[config.mk]
export PLATFORM = sky130hd
export DESIGN_NAME = preset_speed_selector
export DESIGN_NICKNAME = d
export VERILOG_FILES = /design/src/core/preset_speed_pkg.sv /design/src/core/preset_speed_selector.sv
export SDC_FILE = /design/constraint.sdc
export NUM_CORES = 1
export LEC_CHECK = 0
export BUFFER_PORTS_ARGS = -buffer_cell sky130_fd_sc_hd__buf_4
export CAP_MARGIN = 10
export CORE_MARGIN = 2
export CORE_UTILIZATION = 35
export DETAILED_ROUTE_END_ITERATION = 8
export GPL_TIMING_DRIVEN = 0
export PLACE_DENSITY = 0.54
export SLEW_MARGIN = 25
export SYNTH_ARGS = -nofsm -noshare
export SYNTH_HDL_FRONTEND = slang
export SYNTH_SLANG_ARGS = --single-unit
[constraint.sdc]
create_clock -name pclk -period 6.9 [get_ports pclk]
set_input_delay 0 -clock pclk [delete_from_list [all_inputs] [get_ports pclk]]
set_output_delay 0 -clock pclk [all_outputs]
set_load 0.01 [all_outputs]
[src/core/preset_speed_pkg.sv]
// package: register map, reset values, encodings and state record of the preset speed selector
package preset_speed_pkg;

    // register byte offsets
    localparam logic [7:0]  PRESET_BASE_OFS = 8'h00;   // speed k at PRESET_BASE_OFS + 4*(k-1), k = 1..15
    localparam logic [7:0]  CTRL_OFS        = 8'h40;
    localparam logic [7:0]  JOG_FREQ_OFS    = 8'h44;
    localparam logic [7:0]  TERM_FN_OFS     = 8'h48;
    localparam logic [7:0]  STATUS_OFS      = 8'h4C;

    // frequency values in 0.1 Hz steps
    localparam logic [15:0] FREQ_MAX        = 16'h0FA0;   // 400.0 Hz
    localparam logic [15:0] FREQ_UNSET      = 16'h270F;   // 9999, preset not selected
    localparam logic [15:0] HIGH_RST        = 16'h0258;   // 60.0 Hz
    localparam logic [15:0] MID_RST         = 16'h012C;   // 30.0 Hz
    localparam logic [15:0] LOW_RST         = 16'h0064;   // 10.0 Hz
    localparam logic [15:0] JOG_RST         = 16'h0032;   // 5.0 Hz
    localparam logic [15:0][15:0] PRESET_RST = {{12{FREQ_UNSET}}, LOW_RST, MID_RST, HIGH_RST, 16'h0000};

    // preset index of the three basic speeds
    localparam logic [3:0]  IDX_HIGH        = 4'h1;
    localparam logic [3:0]  IDX_MID         = 4'h2;
    localparam logic [3:0]  IDX_LOW         = 4'h3;

    // control register fields
    localparam int          CTRL_MODE_LSB   = 0;          // operation mode, 4 bits
    localparam int          CTRL_REMOTE_LSB = 4;          // remote function selection, 2 bits
    localparam int          CTRL_COMP_BIT   = 8;          // analog compensation enable
    localparam int          CTRL_JOG_BIT    = 9;          // jog enable
    localparam logic [3:0]  MODE_EXT        = 4'h3;
    localparam logic [3:0]  MODE_COMBINED   = 4'h4;
    localparam logic [3:0]  MODE_RST        = 4'h3;
    localparam logic [1:0]  REMOTE_RST      = 2'h0;

    // terminal function codes, 4 bits per terminal
    localparam int          N_TERM          = 6;
    localparam logic [3:0]  FN_LOW          = 4'h0;
    localparam logic [3:0]  FN_MID          = 4'h1;
    localparam logic [3:0]  FN_HIGH         = 4'h2;
    localparam logic [3:0]  FN_EXT          = 4'h8;
    localparam logic [23:0] TERM_FN_RST     = 24'hFF_8210;

    typedef enum logic [2:0] {
        SRC_NONE   = 3'b000,
        SRC_JOG    = 3'b001,
        SRC_PRESET = 3'b010,
        SRC_AIN4   = 3'b011,
        SRC_AIN2   = 3'b100
    } src_t;

    // analog command from the converter logic
    typedef struct packed {
        logic        valid;
        logic [15:0] freq;
    } ain_t;

    typedef struct packed {
        logic [15:0][15:0]   preset;
        logic [3:0]          mode;
        logic [1:0]          remote;
        logic                comp_en;
        logic                jog_en;
        logic [15:0]         jog_freq;
        logic [23:0]         term_fn;
        logic [N_TERM-1:0]   term_s1;
        logic [N_TERM-1:0]   term_s2;
        logic                jog_s1;
        logic                jog_s2;
        logic                pready;
        logic                pslverr;
        logic [31:0]         prdata;
        logic [15:0]         freq;
        src_t                src;
        logic [3:0]          speed;
    } state_t;

    localparam state_t STATE_RST = '{
        preset: PRESET_RST, mode: MODE_RST, remote: REMOTE_RST, comp_en: 1'b0, jog_en: 1'b1,
        jog_freq: JOG_RST, term_fn: TERM_FN_RST, term_s1: '0, term_s2: '0, jog_s1: 1'b0,
        jog_s2: 1'b0, pready: 1'b0, pslverr: 1'b0, prdata: 32'h0000_0000, freq: 16'h0000,
        src: SRC_NONE, speed: 4'h0};

endpackage : preset_speed_pkg

[src/core/preset_speed_selector.sv]
// preset speed selector: contact-select decode, source priority and apb register file
//
// Functional notes
// single high/middle/low input picks its preset
// basic presets 0-400Hz, reset 60/30/10Hz
// several basic inputs: lower speed preset wins
// input combinations address twelve extra presets
// extra presets reset to 9999, meaning unset
// speed 8 unset, extension only: low
// priority jog, preset, terminal 4, terminal 2
// presets only in operation mode 3 or 4
// nonzero remote selection disables preset selection
// presets writable at any time, any mode
// analog compensation only when compensation bit set
// terminal function codes 0,1,2,8 map selects
// extra presets equal rank, one per combination
// binary weighting, extension input most significant
// nothing selected or unset: fall through; an unset extra falls back to a basic preset instead
module preset_speed_selector (
    // clock and reset
    input  wire logic                                 pclk,
    input  wire logic                                 presetn,
    // apb slave
    input  wire logic                                 psel,
    input  wire logic                                 penable,
    input  wire logic                                 pwrite,
    input  wire logic [7:0]                           paddr,
    input  wire logic [31:0]                          pwdata,
    input  wire logic [3:0]                           pstrb,
    output logic                                      pready,
    output logic                                      pslverr,
    output logic [31:0]                               prdata,
    // contact inputs from pins
    input  wire logic [preset_speed_pkg::N_TERM-1:0]  term_in,
    input  wire logic                                 jog_in,
    // analog commands and compensation, same clock
    input  preset_speed_pkg::ain_t                    ain4,
    input  preset_speed_pkg::ain_t                    ain2,
    input  wire logic signed [15:0]                   comp_in,
    // running frequency command
    output logic [15:0]                               freq_cmd,
    output preset_speed_pkg::src_t                    freq_src,
    output logic [3:0]                                speed_sel
);
    import preset_speed_pkg::*;

    state_t                q;
    state_t                d;
    logic [N_TERM-1:0]     hit_low;
    logic [N_TERM-1:0]     hit_mid;
    logic [N_TERM-1:0]     hit_high;
    logic [N_TERM-1:0]     hit_ext;
    logic [3:0]            sel;
    logic                  jog_act;
    logic                  preset_ok;
    logic [5:0]            word;
    logic                  is_preset;
    logic [3:0]            wr_idx;
    logic                  acc_err;
    logic [31:0]           rd_data;
    logic [3:0]            basic_idx;
    logic [3:0]            extra_idx;
    logic [3:0]            pick_idx;
    logic                  pick_ok;
    logic signed [16:0]    comp_sum;
    logic [15:0]           pick_freq;

    // any terminal carries any select through its function code
    for (genvar t = 0; t < N_TERM; t++) begin : g_term
        assign hit_low[t]  = q.term_s2[t] && (q.term_fn[t*4 +: 4] == FN_LOW);
        assign hit_mid[t]  = q.term_s2[t] && (q.term_fn[t*4 +: 4] == FN_MID);
        assign hit_high[t] = q.term_s2[t] && (q.term_fn[t*4 +: 4] == FN_HIGH);
        assign hit_ext[t]  = q.term_s2[t] && (q.term_fn[t*4 +: 4] == FN_EXT);
    end

    // extension is the top bit of the combination code
    assign sel       = {|hit_ext, |hit_high, |hit_mid, |hit_low};
    assign jog_act   = q.jog_en && q.jog_s2;
    // mode and remote gating of the preset path
    assign preset_ok = ((q.mode == MODE_EXT) || (q.mode == MODE_COMBINED)) && (q.remote == 2'h0);

    // address decode, one aligned word per register
    assign word      = paddr[7:2];
    assign is_preset = (paddr < CTRL_OFS) && (word != 6'h0F);
    assign wr_idx    = word[3:0] + 4'h1;

    // read mux and refusal of unmapped, read-only, partial or out-of-range access
    always_comb begin
        rd_data = 32'h0000_0000;
        acc_err = 1'b0;
        if (is_preset) begin
            rd_data = {16'h0000, q.preset[wr_idx]};
            // basic presets take no unset marker; extras do
            if (pwrite && (pwdata[15:0] > FREQ_MAX) && !((wr_idx > IDX_LOW) && (pwdata[15:0] == FREQ_UNSET))) begin
                acc_err = 1'b1;
            end
        end else if (paddr == CTRL_OFS) begin
            rd_data = {22'h00_0000, q.jog_en, q.comp_en, 2'h0, q.remote, q.mode};
        end else if (paddr == JOG_FREQ_OFS) begin
            rd_data = {16'h0000, q.jog_freq};
            acc_err = pwrite && (pwdata[15:0] > FREQ_MAX);
        end else if (paddr == TERM_FN_OFS) begin
            rd_data = {8'h00, q.term_fn};
        end else if (paddr == STATUS_OFS) begin
            rd_data = {4'h0, sel, q.speed, 1'b0, q.src, q.freq};
            acc_err = pwrite;
        end else begin
            acc_err = 1'b1;
        end
        if (pwrite && (pstrb != 4'hF)) begin
            acc_err = 1'b1;
        end
    end

    // basic select: the lower speed input wins
    always_comb begin
        if (sel[0]) begin
            basic_idx = IDX_LOW;
        end else if (sel[1]) begin
            basic_idx = IDX_MID;
        end else if (sel[2]) begin
            basic_idx = IDX_HIGH;
        end else begin
            basic_idx = 4'h0;
        end
    end

    // combination code to speed 4..15, one preset per code, no ranking
    assign extra_idx = (sel == 4'h3) ? 4'h4 : sel;

    // preset choice with fall-back to basic when the extra preset is unset
    always_comb begin
        pick_idx = 4'h0;
        pick_ok  = 1'b0;
        case (sel)
            4'h0: begin
                pick_ok = 1'b0;
            end
            4'h1, 4'h2, 4'h4: begin
                pick_idx = basic_idx;
                pick_ok  = 1'b1;
            end
            default: begin
                if (q.preset[extra_idx] != FREQ_UNSET) begin
                    pick_idx = extra_idx;
                    pick_ok  = 1'b1;
                end else if (sel[2:0] != 3'h0) begin
                    pick_idx = basic_idx;
                    pick_ok  = 1'b1;
                end else begin
                    pick_idx = IDX_LOW;
                    pick_ok  = 1'b1;
                end
            end
        endcase
    end

    // compensation clamps into 0..400Hz; without the bit the preset passes untouched
    assign comp_sum = $signed({1'b0, q.preset[pick_idx]}) + 17'(comp_in);
    always_comb begin
        if (!q.comp_en) begin
            pick_freq = q.preset[pick_idx];
        end else if (comp_sum < 17'sd0) begin
            pick_freq = 16'h0000;
        end else if (comp_sum > $signed({1'b0, FREQ_MAX})) begin
            pick_freq = FREQ_MAX;
        end else begin
            pick_freq = comp_sum[15:0];
        end
    end

    // next state: synchronisers, apb slave, command source priority
    always_comb begin
        d         = q;
        d.term_s1 = term_in;
        d.term_s2 = q.term_s1;
        d.jog_s1  = jog_in;
        d.jog_s2  = q.jog_s1;
        // one wait state; answer latched so outputs come from flops
        d.pready  = 1'b0;
        d.pslverr = 1'b0;
        if (psel && penable && !q.pready) begin
            d.pready  = 1'b1;
            d.pslverr = acc_err;
            d.prdata  = pwrite ? 32'h0000_0000 : rd_data;
        end
        // writes land at the completing edge; no lock by mode or run state
        if (psel && penable && q.pready && pwrite && !q.pslverr) begin
            if (is_preset) begin
                d.preset[wr_idx] = pwdata[15:0];
            end else if (paddr == CTRL_OFS) begin
                d.mode    = pwdata[CTRL_MODE_LSB +: 4];
                d.remote  = pwdata[CTRL_REMOTE_LSB +: 2];
                d.comp_en = pwdata[CTRL_COMP_BIT];
                d.jog_en  = pwdata[CTRL_JOG_BIT];
            end else if (paddr == JOG_FREQ_OFS) begin
                d.jog_freq = pwdata[15:0];
            end else if (paddr == TERM_FN_OFS) begin
                d.term_fn = pwdata[23:0];
            end
        end
        // jog, then presets, then terminal 4, then terminal 2
        d.speed = 4'h0;
        if (jog_act) begin
            d.src  = SRC_JOG;
            d.freq = q.jog_freq;
        end else if (preset_ok && pick_ok) begin
            d.src   = SRC_PRESET;
            d.freq  = pick_freq;
            d.speed = (pick_idx == IDX_HIGH) ? 4'h1 : (pick_idx == IDX_MID) ? 4'h2 :
                      (pick_idx == IDX_LOW) ? 4'h3 : pick_idx;
        end else if (ain4.valid) begin
            d.src  = SRC_AIN4;
            d.freq = ain4.freq;
        end else if (ain2.valid) begin
            d.src  = SRC_AIN2;
            d.freq = ain2.freq;
        end else begin
            d.src  = SRC_NONE;
            d.freq = 16'h0000;
        end
    end

    // all state in one register; reset loads constants only
    always_ff @(posedge pclk or negedge presetn) begin
        if (!presetn) begin
            q <= STATE_RST;
        end else begin
            q <= d;
        end
    end

    assign pready    = q.pready;
    assign pslverr   = q.pslverr;
    assign prdata    = q.prdata;
    assign freq_cmd  = q.freq;
    assign freq_src  = q.src;
    assign speed_sel = q.speed;

    logic plain_preset;
    assign plain_preset = !jog_act && preset_ok && !q.comp_en;
endmodule : preset_speed_selector

---- After elaboration in Yosys (flattened, before gate mapping) ----
Cells that the tools add are included.
storage, ports and cells
  register bits ........................... 375
  input port bits ......................... 106
  output and inout port bits .............. 57
  logic and storage cells ................. 184
operators by class
  $add $sub $neg .......................... 2
  magnitude comparators ................... 9
  eq/ne operators ......................... 35
  multiplexer cells ....................... 43
  bitwise operators ....................... 3
  reductions and logical operators ........ 60
operators by type and width
  operator              number
  $bwmux 256            1
  $bmux 16 s4           3
  $mux 28               5
  $mux 16               7
  $mux 19               4
  $demux 16 s4          1
  $eq 4x2->1 const B    11
  $logic_and 1x1->1     38
  $mux 34               1
  $eq 4x1->1 const B    8
  $eq 8x7->1 const B    4
  $mux 32               1
  $mux 4                8
  $logic_not 4->1       7
  $eq 4x4->1 const B    6
  $reduce_or 6->1       4
  $add 17x16->17        1
  $gt 17x13->1 const B  1
  $lt 17x1->1 const B   1
  $eq 16x14->1 const B  1
  $gt 16x12->1 const B  1
  $ne 16x14->1 const B  1
  $lt 4x5->1 const B    3
  $mux 1                9
  19 further kinds      25

---- Longest topological paths before layout ----
Gate-level depths: netlist (run 1).
  depth in word-level cells ............... 19
  mapped depth ............................ 30
  gate-level depth less buffers ........... 26

---- Least setup slack after synthesis (run 1) ----
OpenSTA, ideal clock, no wires.
  path type ............................... reg2reg
  start ................................... reg q[86] (netlist name)
  end ..................................... reg q (netlist bit freq_cmd[7])
  setup time .............................. 119 ps
  arrival time ............................ 5,901 ps
  required time ........................... 6,781 ps
  path slack .............................. 880 ps
  stages on the path, launching flop included .. 29
  buffers on the path ..................... 3
  clock period less this slack ............ 6,020 ps
  path through ............................ dfstp_2 -> nor3b_1 -> a32o_1 -> or3_1 -> buf_4 -> o2111a_1 -> o31a_1 -> o31ai_4 -> o21a_1 -> buf_6 -> clkbuf_1 -> nand2_1 -> a31oi_1 -> o31a_1 -> ha_1 -> inv_1 -> fa_1 -> nor2b_1 -> o21ai_0 -> a21oi_1 -> o21a_1 -> o211ai_1 -> a21boi_0 -> o31ai_1 -> o211ai_1 -> mux2i_1 -> nor2_1 -> a21oi_1 -> a21bo_1
RTL lines
  item                      RTL line                      RTL
  start: declaration        preset_speed_selector.sv:47   state_t q;
  start signal: assignment  preset_speed_selector.sv:227  q <= STATE_RST;
  start signal: assignment  preset_speed_selector.sv:229  q <= d;

==> reports/results.txt, run 1 <==
outcome = finished clean
Setup CP Type = flop to flop
Top FF cell, synth = dfrtp_1
PwrDens = 208 mW/mm²
IO Port Bufs = 145
worst-path fanout max = 10
fraction of layout cells with a size suffix above 1 = 0.441
CTS tree = built
Synth Warn # = 0
post-synth cell types = 103
Die Ht = 253 µm
largest family of logic cells by synthesized area = multiplexers
post-synthesis compound-gate area fraction = 0.144
global-route wire length before repair = 144 mm
drt wl/cell = 33.5 µm
Setup TNS = 0 ns
Boundary Pins = 163
Gate Count Post-Synth = 1,912
vias in the first global route = 18,600
Clk Latency, worst-skew pair = 0.61 ns
nets = 2,349
Slew HR = 0.212
Final GP Congestion = 1.03
Fin. Hold Viols = 0
grt ovf = 0
WHS Endpoint = prdata[21]$_DFFE_PN0P_
fin crit share = 0.991
CTS Buf Count = 43
filler cell count = 5,807
post-synthesis simple-gate area fraction = 0.114
Die ar. = 0.0642 mm²
Tightest Pin Transition = 1.18 ns
clk sinks = 371
Seq/Total Area, Yosys = 0.433
Total Routing Usage GR = 0.319
Via density = 6.23
mapped cell area = 0.0218 mm²
Synth Register Bits = 371
peak supply drop = 0.186 mV
mux contribution to synthesized area = 0.238
Max Slew Vio Count = 0
Core Region = 0.0616 mm²
starting density of the core = 0.354
crit-path max cell delay = 0.62 ns
Achievable Freq = 146 MHz
reg2reg path depth = 23
Leakage = 11.7 nW
Worst setup EP type = flop
FF-to-FF Start = q[218]$_DFFE_PN1P_
final std cells w/o fill = 3,096
Worst-path clk slew = 0.06 ns
Syn-to-layout area delta = 25.2%
CP Cell Sequence = or4b_2 > nor3_2 > o21ai_0 > a31oi_1 > nand4_1 > o211ai_4 > a21boi_4 > buf_8 > buf_4 > buf_2 > o221ai_1 > o32ai_2 > a211o_1 > ha_1 > or2_2 > a21oi_1 > o21bai_1 > a211o_2 > o41ai_4 > a41oi_4 > nand3_4 > nor3_2 > o32a_1
Post-DP HPWL = 78.3 mm
reg2reg setup slack = 0.06 ns
EDFF count, synth = 0
power after layout = 5.66 mW
CP required = 7.35 ns
drt total wl = 104 mm
final clock skew = 0.0404 ns
startpoint of the worst hold path = paddr[5]
slowest CP cell = or4b_2
xor and xnor area share after synthesis = 0.00362
Post-route DRC = 0
1st-pass router iterations = 5
DR vias = 19,300
adder-cell share of the synthesized area = 0.0140
Clock Tree Buf Depth = 3
worst flop-to-flop path endpoint = freq_cmd[1]$_DFF_PN0_
maxcap violations = 0
CP arrival = 7.29 ns
Routed Antenna Nets = 0
worst hold path type = input pin to flop
critical path's most frequent cell = nor3_2
Die Width = 253 µm
# placed instances = 2,901
Final Setup Violations = 0
initial antenna violation count = 13
Post-Syn Area per Cell = 11.4 µm²
largest net degree at the start of global routing = 90
Setup crit start kind = flop
Core Rows = 91
H-tree depth = 2
Hold Path Depth = 6
ys async rst share = 1.00
Root Buffer = clkbuf_16
Tmin final = 6.84 ns
initial DRC count = 2,197
-- worst max-delay path: cells and delay by family, from the launching register on --
family	cells	cell delay, ns
flip-flops	1	0.55
AO/OA/AOI/OAI	13	3.36
AND/OR/NAND/NOR	6	1.90
adder cells (fa/ha/maj)	1	0.35
buffers and inverters	3	0.54
-- where the power goes --
part	internal [mW]	switching, mW
registers	2.22	0.0396
logic	0.372	0.595
clock network	1.43	1.01
total	4.02	1.64
-- kinds of logic after synthesis --
| group | after synthesis |
|---|---|
| buffers and inverters | 233 |
| muxes | 380 |
| DFF | 371 |
| and+or+nand+nor | 469 |
| other | 1 |
| AOI/OAI and AO/OA | 425 |
| xor gates and xnor gates | 9 |
| adders and majority gates | 24 |
-- repair_timing --
| item | CTS | global route |
|---|---|---|
| setup buffers | 21 | 33 |
| resized for setup | 64 | 84 |
| pin swaps | 18 | 44 |
| setup endpoints to repair | 12 | 12 |
| hold buffers | 58 | 0 |
| endpoints found under the hold margin | 186 | 0 |
| cloned | 0 | 1 |
-- per-layer routing --
layer  vias up  global-route usage  part of all wire
met5         -                   0           0.00046
met3       239              0.0836              0.10
met1      9960               0.433              0.41
met2      1197               0.472              0.43
met4         6               0.150             0.056
li1       7892                   -                 -
-- cells in the final DEF, fill, tap and decap left out, types with 46 or more instances in the layout --
cell type,netlist,routed
a21oi_1,72,67
buf_4,56,254
clkbuf_1,111,97
clkbuf_16,0,46
dfrtp_1,247,247
dfstp_2,124,124
dlygate4sd3_1,0,57
mux2_2,291,291
mux4_2,81,81
nand2_1,129,128
nor2_1,128,126
o21ai_0,65,62
-- metrics by stage --
step | hold slack [ns] | instance area (µm²) | util | setup slack [ns]
after floorplan | -0.296 | 21800 | - | 0.880
after global placement | 0.111 | 23900 | 0.388 | -1.69
after detailed placement | -0.0823 | 24100 | 0.391 | -1.60
after CTS | 0.000450 | 26600 | 0.432 | 0.00292
after global routing | 0.0583 | 27300 | 0.442 | -0.0446
final | 0.0147 | 27300 | 0.443 | 0.0601
-- worst max-delay path by stage --
stage,slack (ns),from,depth (start not counted),to
floorplan,0.88,q[86]$_DFFE_PN1P_,28,freq_cmd[7]$_DFF_PN0_
global placement,-1.69,q[63]$_DFF_PN0_,28,freq_cmd[4]$_DFF_PN0_
detailed placement,-1.60,q[73]$_DFFE_PN0P_,28,freq_cmd[4]$_DFF_PN0_
CTS,0.003,q[86]$_DFFE_PN1P_,27,freq_cmd[0]$_DFF_PN0_
global route,-0.04,q[90]$_DFFE_PN1P_,28,freq_cmd[1]$_DFF_PN0_
finish,0.06,q[218]$_DFFE_PN1P_,23,freq_cmd[1]$_DFF_PN0_
-- flip-flops by register name, indices dropped and copies added (netlist names) --
signal and count:
prdata 28, q 311, freq_src 3, freq_cmd 16
d 7, pready 1, pslverr 1, speed_sel 4
-- final cells by class --
cell class	count	area, µm²	share of cell area
multi-input cells	1311	11800	0.432
flip-flops and latches	371	9440	0.346
repair buffers	262	2240	0.0823
clock buffers	59	1250	0.0458
plain buffers	198	1130	0.0416
well taps	837	1050	0.0384
clock inverters	21	239	0.00877
inverters	33	124	0.00454
diodes	4	10.0	0.000367
-- synth_stat cells (all sizes together), types with 6 or more instances --
master	count	share of area
nor3b	11	0.0040
mux2	291	0.15
or2	8	0.0023
dfstp	124	0.15
or4b	15	0.0069
and3	7	0.0020
buf	89	0.028
a31oi	28	0.0080
a211oi	10	0.0039
nand4	17	0.0049
dfrtp	247	0.28
nand2	129	0.022
o221a	8	0.0041
nor2	131	0.023
a22o	6	0.0024
o21ai	71	0.017
o211ai	28	0.011
nor4	13	0.0040
a21oi	73	0.017
o22ai	23	0.0066
mux4	81	0.084
nor3	31	0.0074
clkbuf	111	0.019
and2	6	0.0017
nand4b	17	0.0068
a22oi	27	0.0095
inv	33	0.0057
or3	14	0.0040
a221o	6	0.0028
a211o	6	0.0028
nand3	17	0.0039
a2111oi	8	0.0044
and4b	9	0.0041
o221ai	38	0.016
nor4b	18	0.0078
a21o	8	0.0028
ha	22	0.013
a221oi	25	0.011
mux2i	8	0.0037
nor2b	6	0.0017
No activity file was read; power rests on OpenSTA's default activity.
==> run 2, diff against run 1 <==
--- a/config.mk
+++ b/config.mk
@@ -5,7 +5,7 @@
 export SDC_FILE = /design/constraint.sdc
 export NUM_CORES = 1
 export LEC_CHECK = 0
-export BUFFER_PORTS_ARGS = -buffer_cell sky130_fd_sc_hd__buf_4
+export BUFFER_PORTS_ARGS = -buffer_cell sky130_fd_sc_hd__buf_2
 export CAP_MARGIN = 10
 export CORE_MARGIN = 2
 export CORE_UTILIZATION = 35
==> run 2 against run 1 <==
Effect of this change: the run now ends with hold timing left; flip-flop and latch count stayed put; clock power is 3% higher; final area is 1.8% lower; non-clock buffer count is 14 lower; critical endpoint is now freq_cmd[7]$_DFF_PN0_; highest routed layer unchanged.
==> reports/results.txt, run 2 (same netlist as run 1, synthesis figures left out) <==
DR vias = 19,100
commonest non-fill, non-tap cell in the layout = mux2_2
Fin. Hold Viols = 1
initial antenna violation count = 7
Via density = 6.21
grt ovf = 0
Total Routing Usage GR = 0.313
clk sinks = 371
worst setup path end = freq_cmd[7]$_DFF_PN0_
FF-to-FF Start = q[86]$_DFFE_PN1P_
Tightest Pin Transition = 1.24 ns
Post-DP HPWL = 77.1 mm
Leakage = 11.5 nW
power after layout = 5.69 mW
reg2reg setup slack = 0.15 ns
Setup TNS = 0 ns
CTS tree = built
CP arrival = 7.22 ns
largest net degree at the start of global routing = 92
H-tree depth = 2
peak supply drop = 0.163 mV
Core Region = 0.0616 mm²
drt wl/cell = 33.0 µm
Final GP Congestion = 1.04
starting density of the core = 0.354
critical path startpoint = q[86]$_DFFE_PN1P_
Die ar. = 0.0642 mm²
Boundary Pins = 163
maxcap violations = 0
outcome = finished, violations left
fraction of layout cells with a size suffix above 1 = 0.435
final clock skew = 0.0353 ns
CTS Buf Count = 43
Core Rows = 91
Setup crit start kind = flop
crit-path max cell delay = 0.60 ns
Post-route DRC = 0
failing checks = hold timing
global-route wire length before repair = 142 mm
Root Buffer = clkbuf_16
Worst-path clk slew = 0.06 ns
Achievable Freq = 148 MHz
IO Port Bufs = 145
# placed instances = 2,901
Final Setup Violations = 0
Routed Antenna Nets = 0
Worst setup EP type = flop
PwrDens = 212 mW/mm²
Tmin final = 6.75 ns
worst hold path type = input pin to flop
Final Util = 0.435
crit-path leading delay family = compound AO/OA/AOI/OAI gates
initial DRC count = 2,546
1st-pass router iterations = 6
Clock Tree Buf Depth = 3
Slew HR = 0.170
most frequent cells in the layout = mux2_2 (291), dfrtp_1 (247), buf_2 (156), nand2_1 (128), nor2_1 (125)
critical path's most frequent cell = a21oi_1
worst flop-to-flop path endpoint = freq_cmd[7]$_DFF_PN0_
Fin Hold WS = -0.0240 ns
drt total wl = 102 mm
Syn-to-layout area delta = 22.9%
WP depth = 27
Setup CP Type = flop to flop
Die Ht = 253 µm
slowest CP cell = dfstp_2
nets = 2,335
Die Width = 253 µm
vias in the first global route = 18,600
reg2reg path depth = 27
worst-path fanout max = 10
Largest register FFs = 311
Top reg by flops = q
final std cells w/o fill = 3,080
Worst Path Buf+Inv = 6
Max Slew Vio Count = 0
Clk Latency, worst-skew pair = 0.60 ns
CP required = 7.37 ns
fin crit share = 0.978
run 2: cell count changes in the layout (fill, tap and decap cells not counted), sizes merged:
cell / delta
buf: -12
bufinv: +4
clkinv: -4
diode: -2
dlygate4sd3: -2
run 2: layout make-up:
cell class | count | area [µm²]
fill | 5793 | 34800
multi-input combinational | 1311 | 11700
sequential | 371 | 9440
timing repair buffer | 246 | 1780
clock buffer | 59 | 1210
buffer | 200 | 1120
tap | 837 | 1050
clock inverter | 21 | 332
inverter | 33 | 124
antenna | 2 | 5.00
run 2: report_power, final:
group	switching [mW]	leakage [nW]	total, mW	internal (mW)
clock network	0.975	0.747	2.51	1.53
registers	0.0394	4.61	2.26	2.22
logic	0.578	6.15	0.923	0.345
run 2: how the worst min path moves through the flow:
stage	endpoint	cells past startpoint	start	slack (ns)
detailed placement	q[318]$_DFFE_PN0P_	1	presetn	-0.05
CTS	prdata[20]$_DFFE_PN0P_	6	paddr[5]	0.003
global route	freq_cmd[6]$_DFF_PN0_	5	ain2[6]	0.04
finish	freq_cmd[6]$_DFF_PN0_	5	ain2[6]	-0.02
global placement	d[60]$_DFF_PN0_	1	term_in[1]	0.11
floorplan	d[57]$_DFF_PN0_	0	presetn	-0.30
run 2: tightest hold or removal path, cell delays in order:
cell     delay, ns
buf_2         0.08
a221o_1       0.17
nand2_1       0.07
o41a_1        0.12
o21ai_2       0.09
run 2: layer usage:
layer	part of all wire	vias to the layer above	routed length, µm	global-route usage
met5	0.00021	-	21	0
met4	0.061	4	6250	0.171
met3	0.092	250	9390	0.0646
met2	0.43	1195	43400	0.458
met1	0.42	9784	42500	0.432
li1	-	7891	-	-
run 2: timing repair:
item                       4_1_cts  5_1_grt
setup endpoints to repair       12       12
pin swaps                       15       41
gates cloned                     0        0
hold buffers                    56        0
gates resized for setup         58       76
setup buffers                   19       22
hold endpoints to repair       185        0
run 2: per-stage QoR:
stage	worst slack (ns)	instance area [µm²]
after CTS	0.00131	26200
after floorplan	0.880	21800
final	0.154	26800
after global placement	-1.58	23600
after detailed placement	-1.50	23700
after global routing	-0.0289	26800
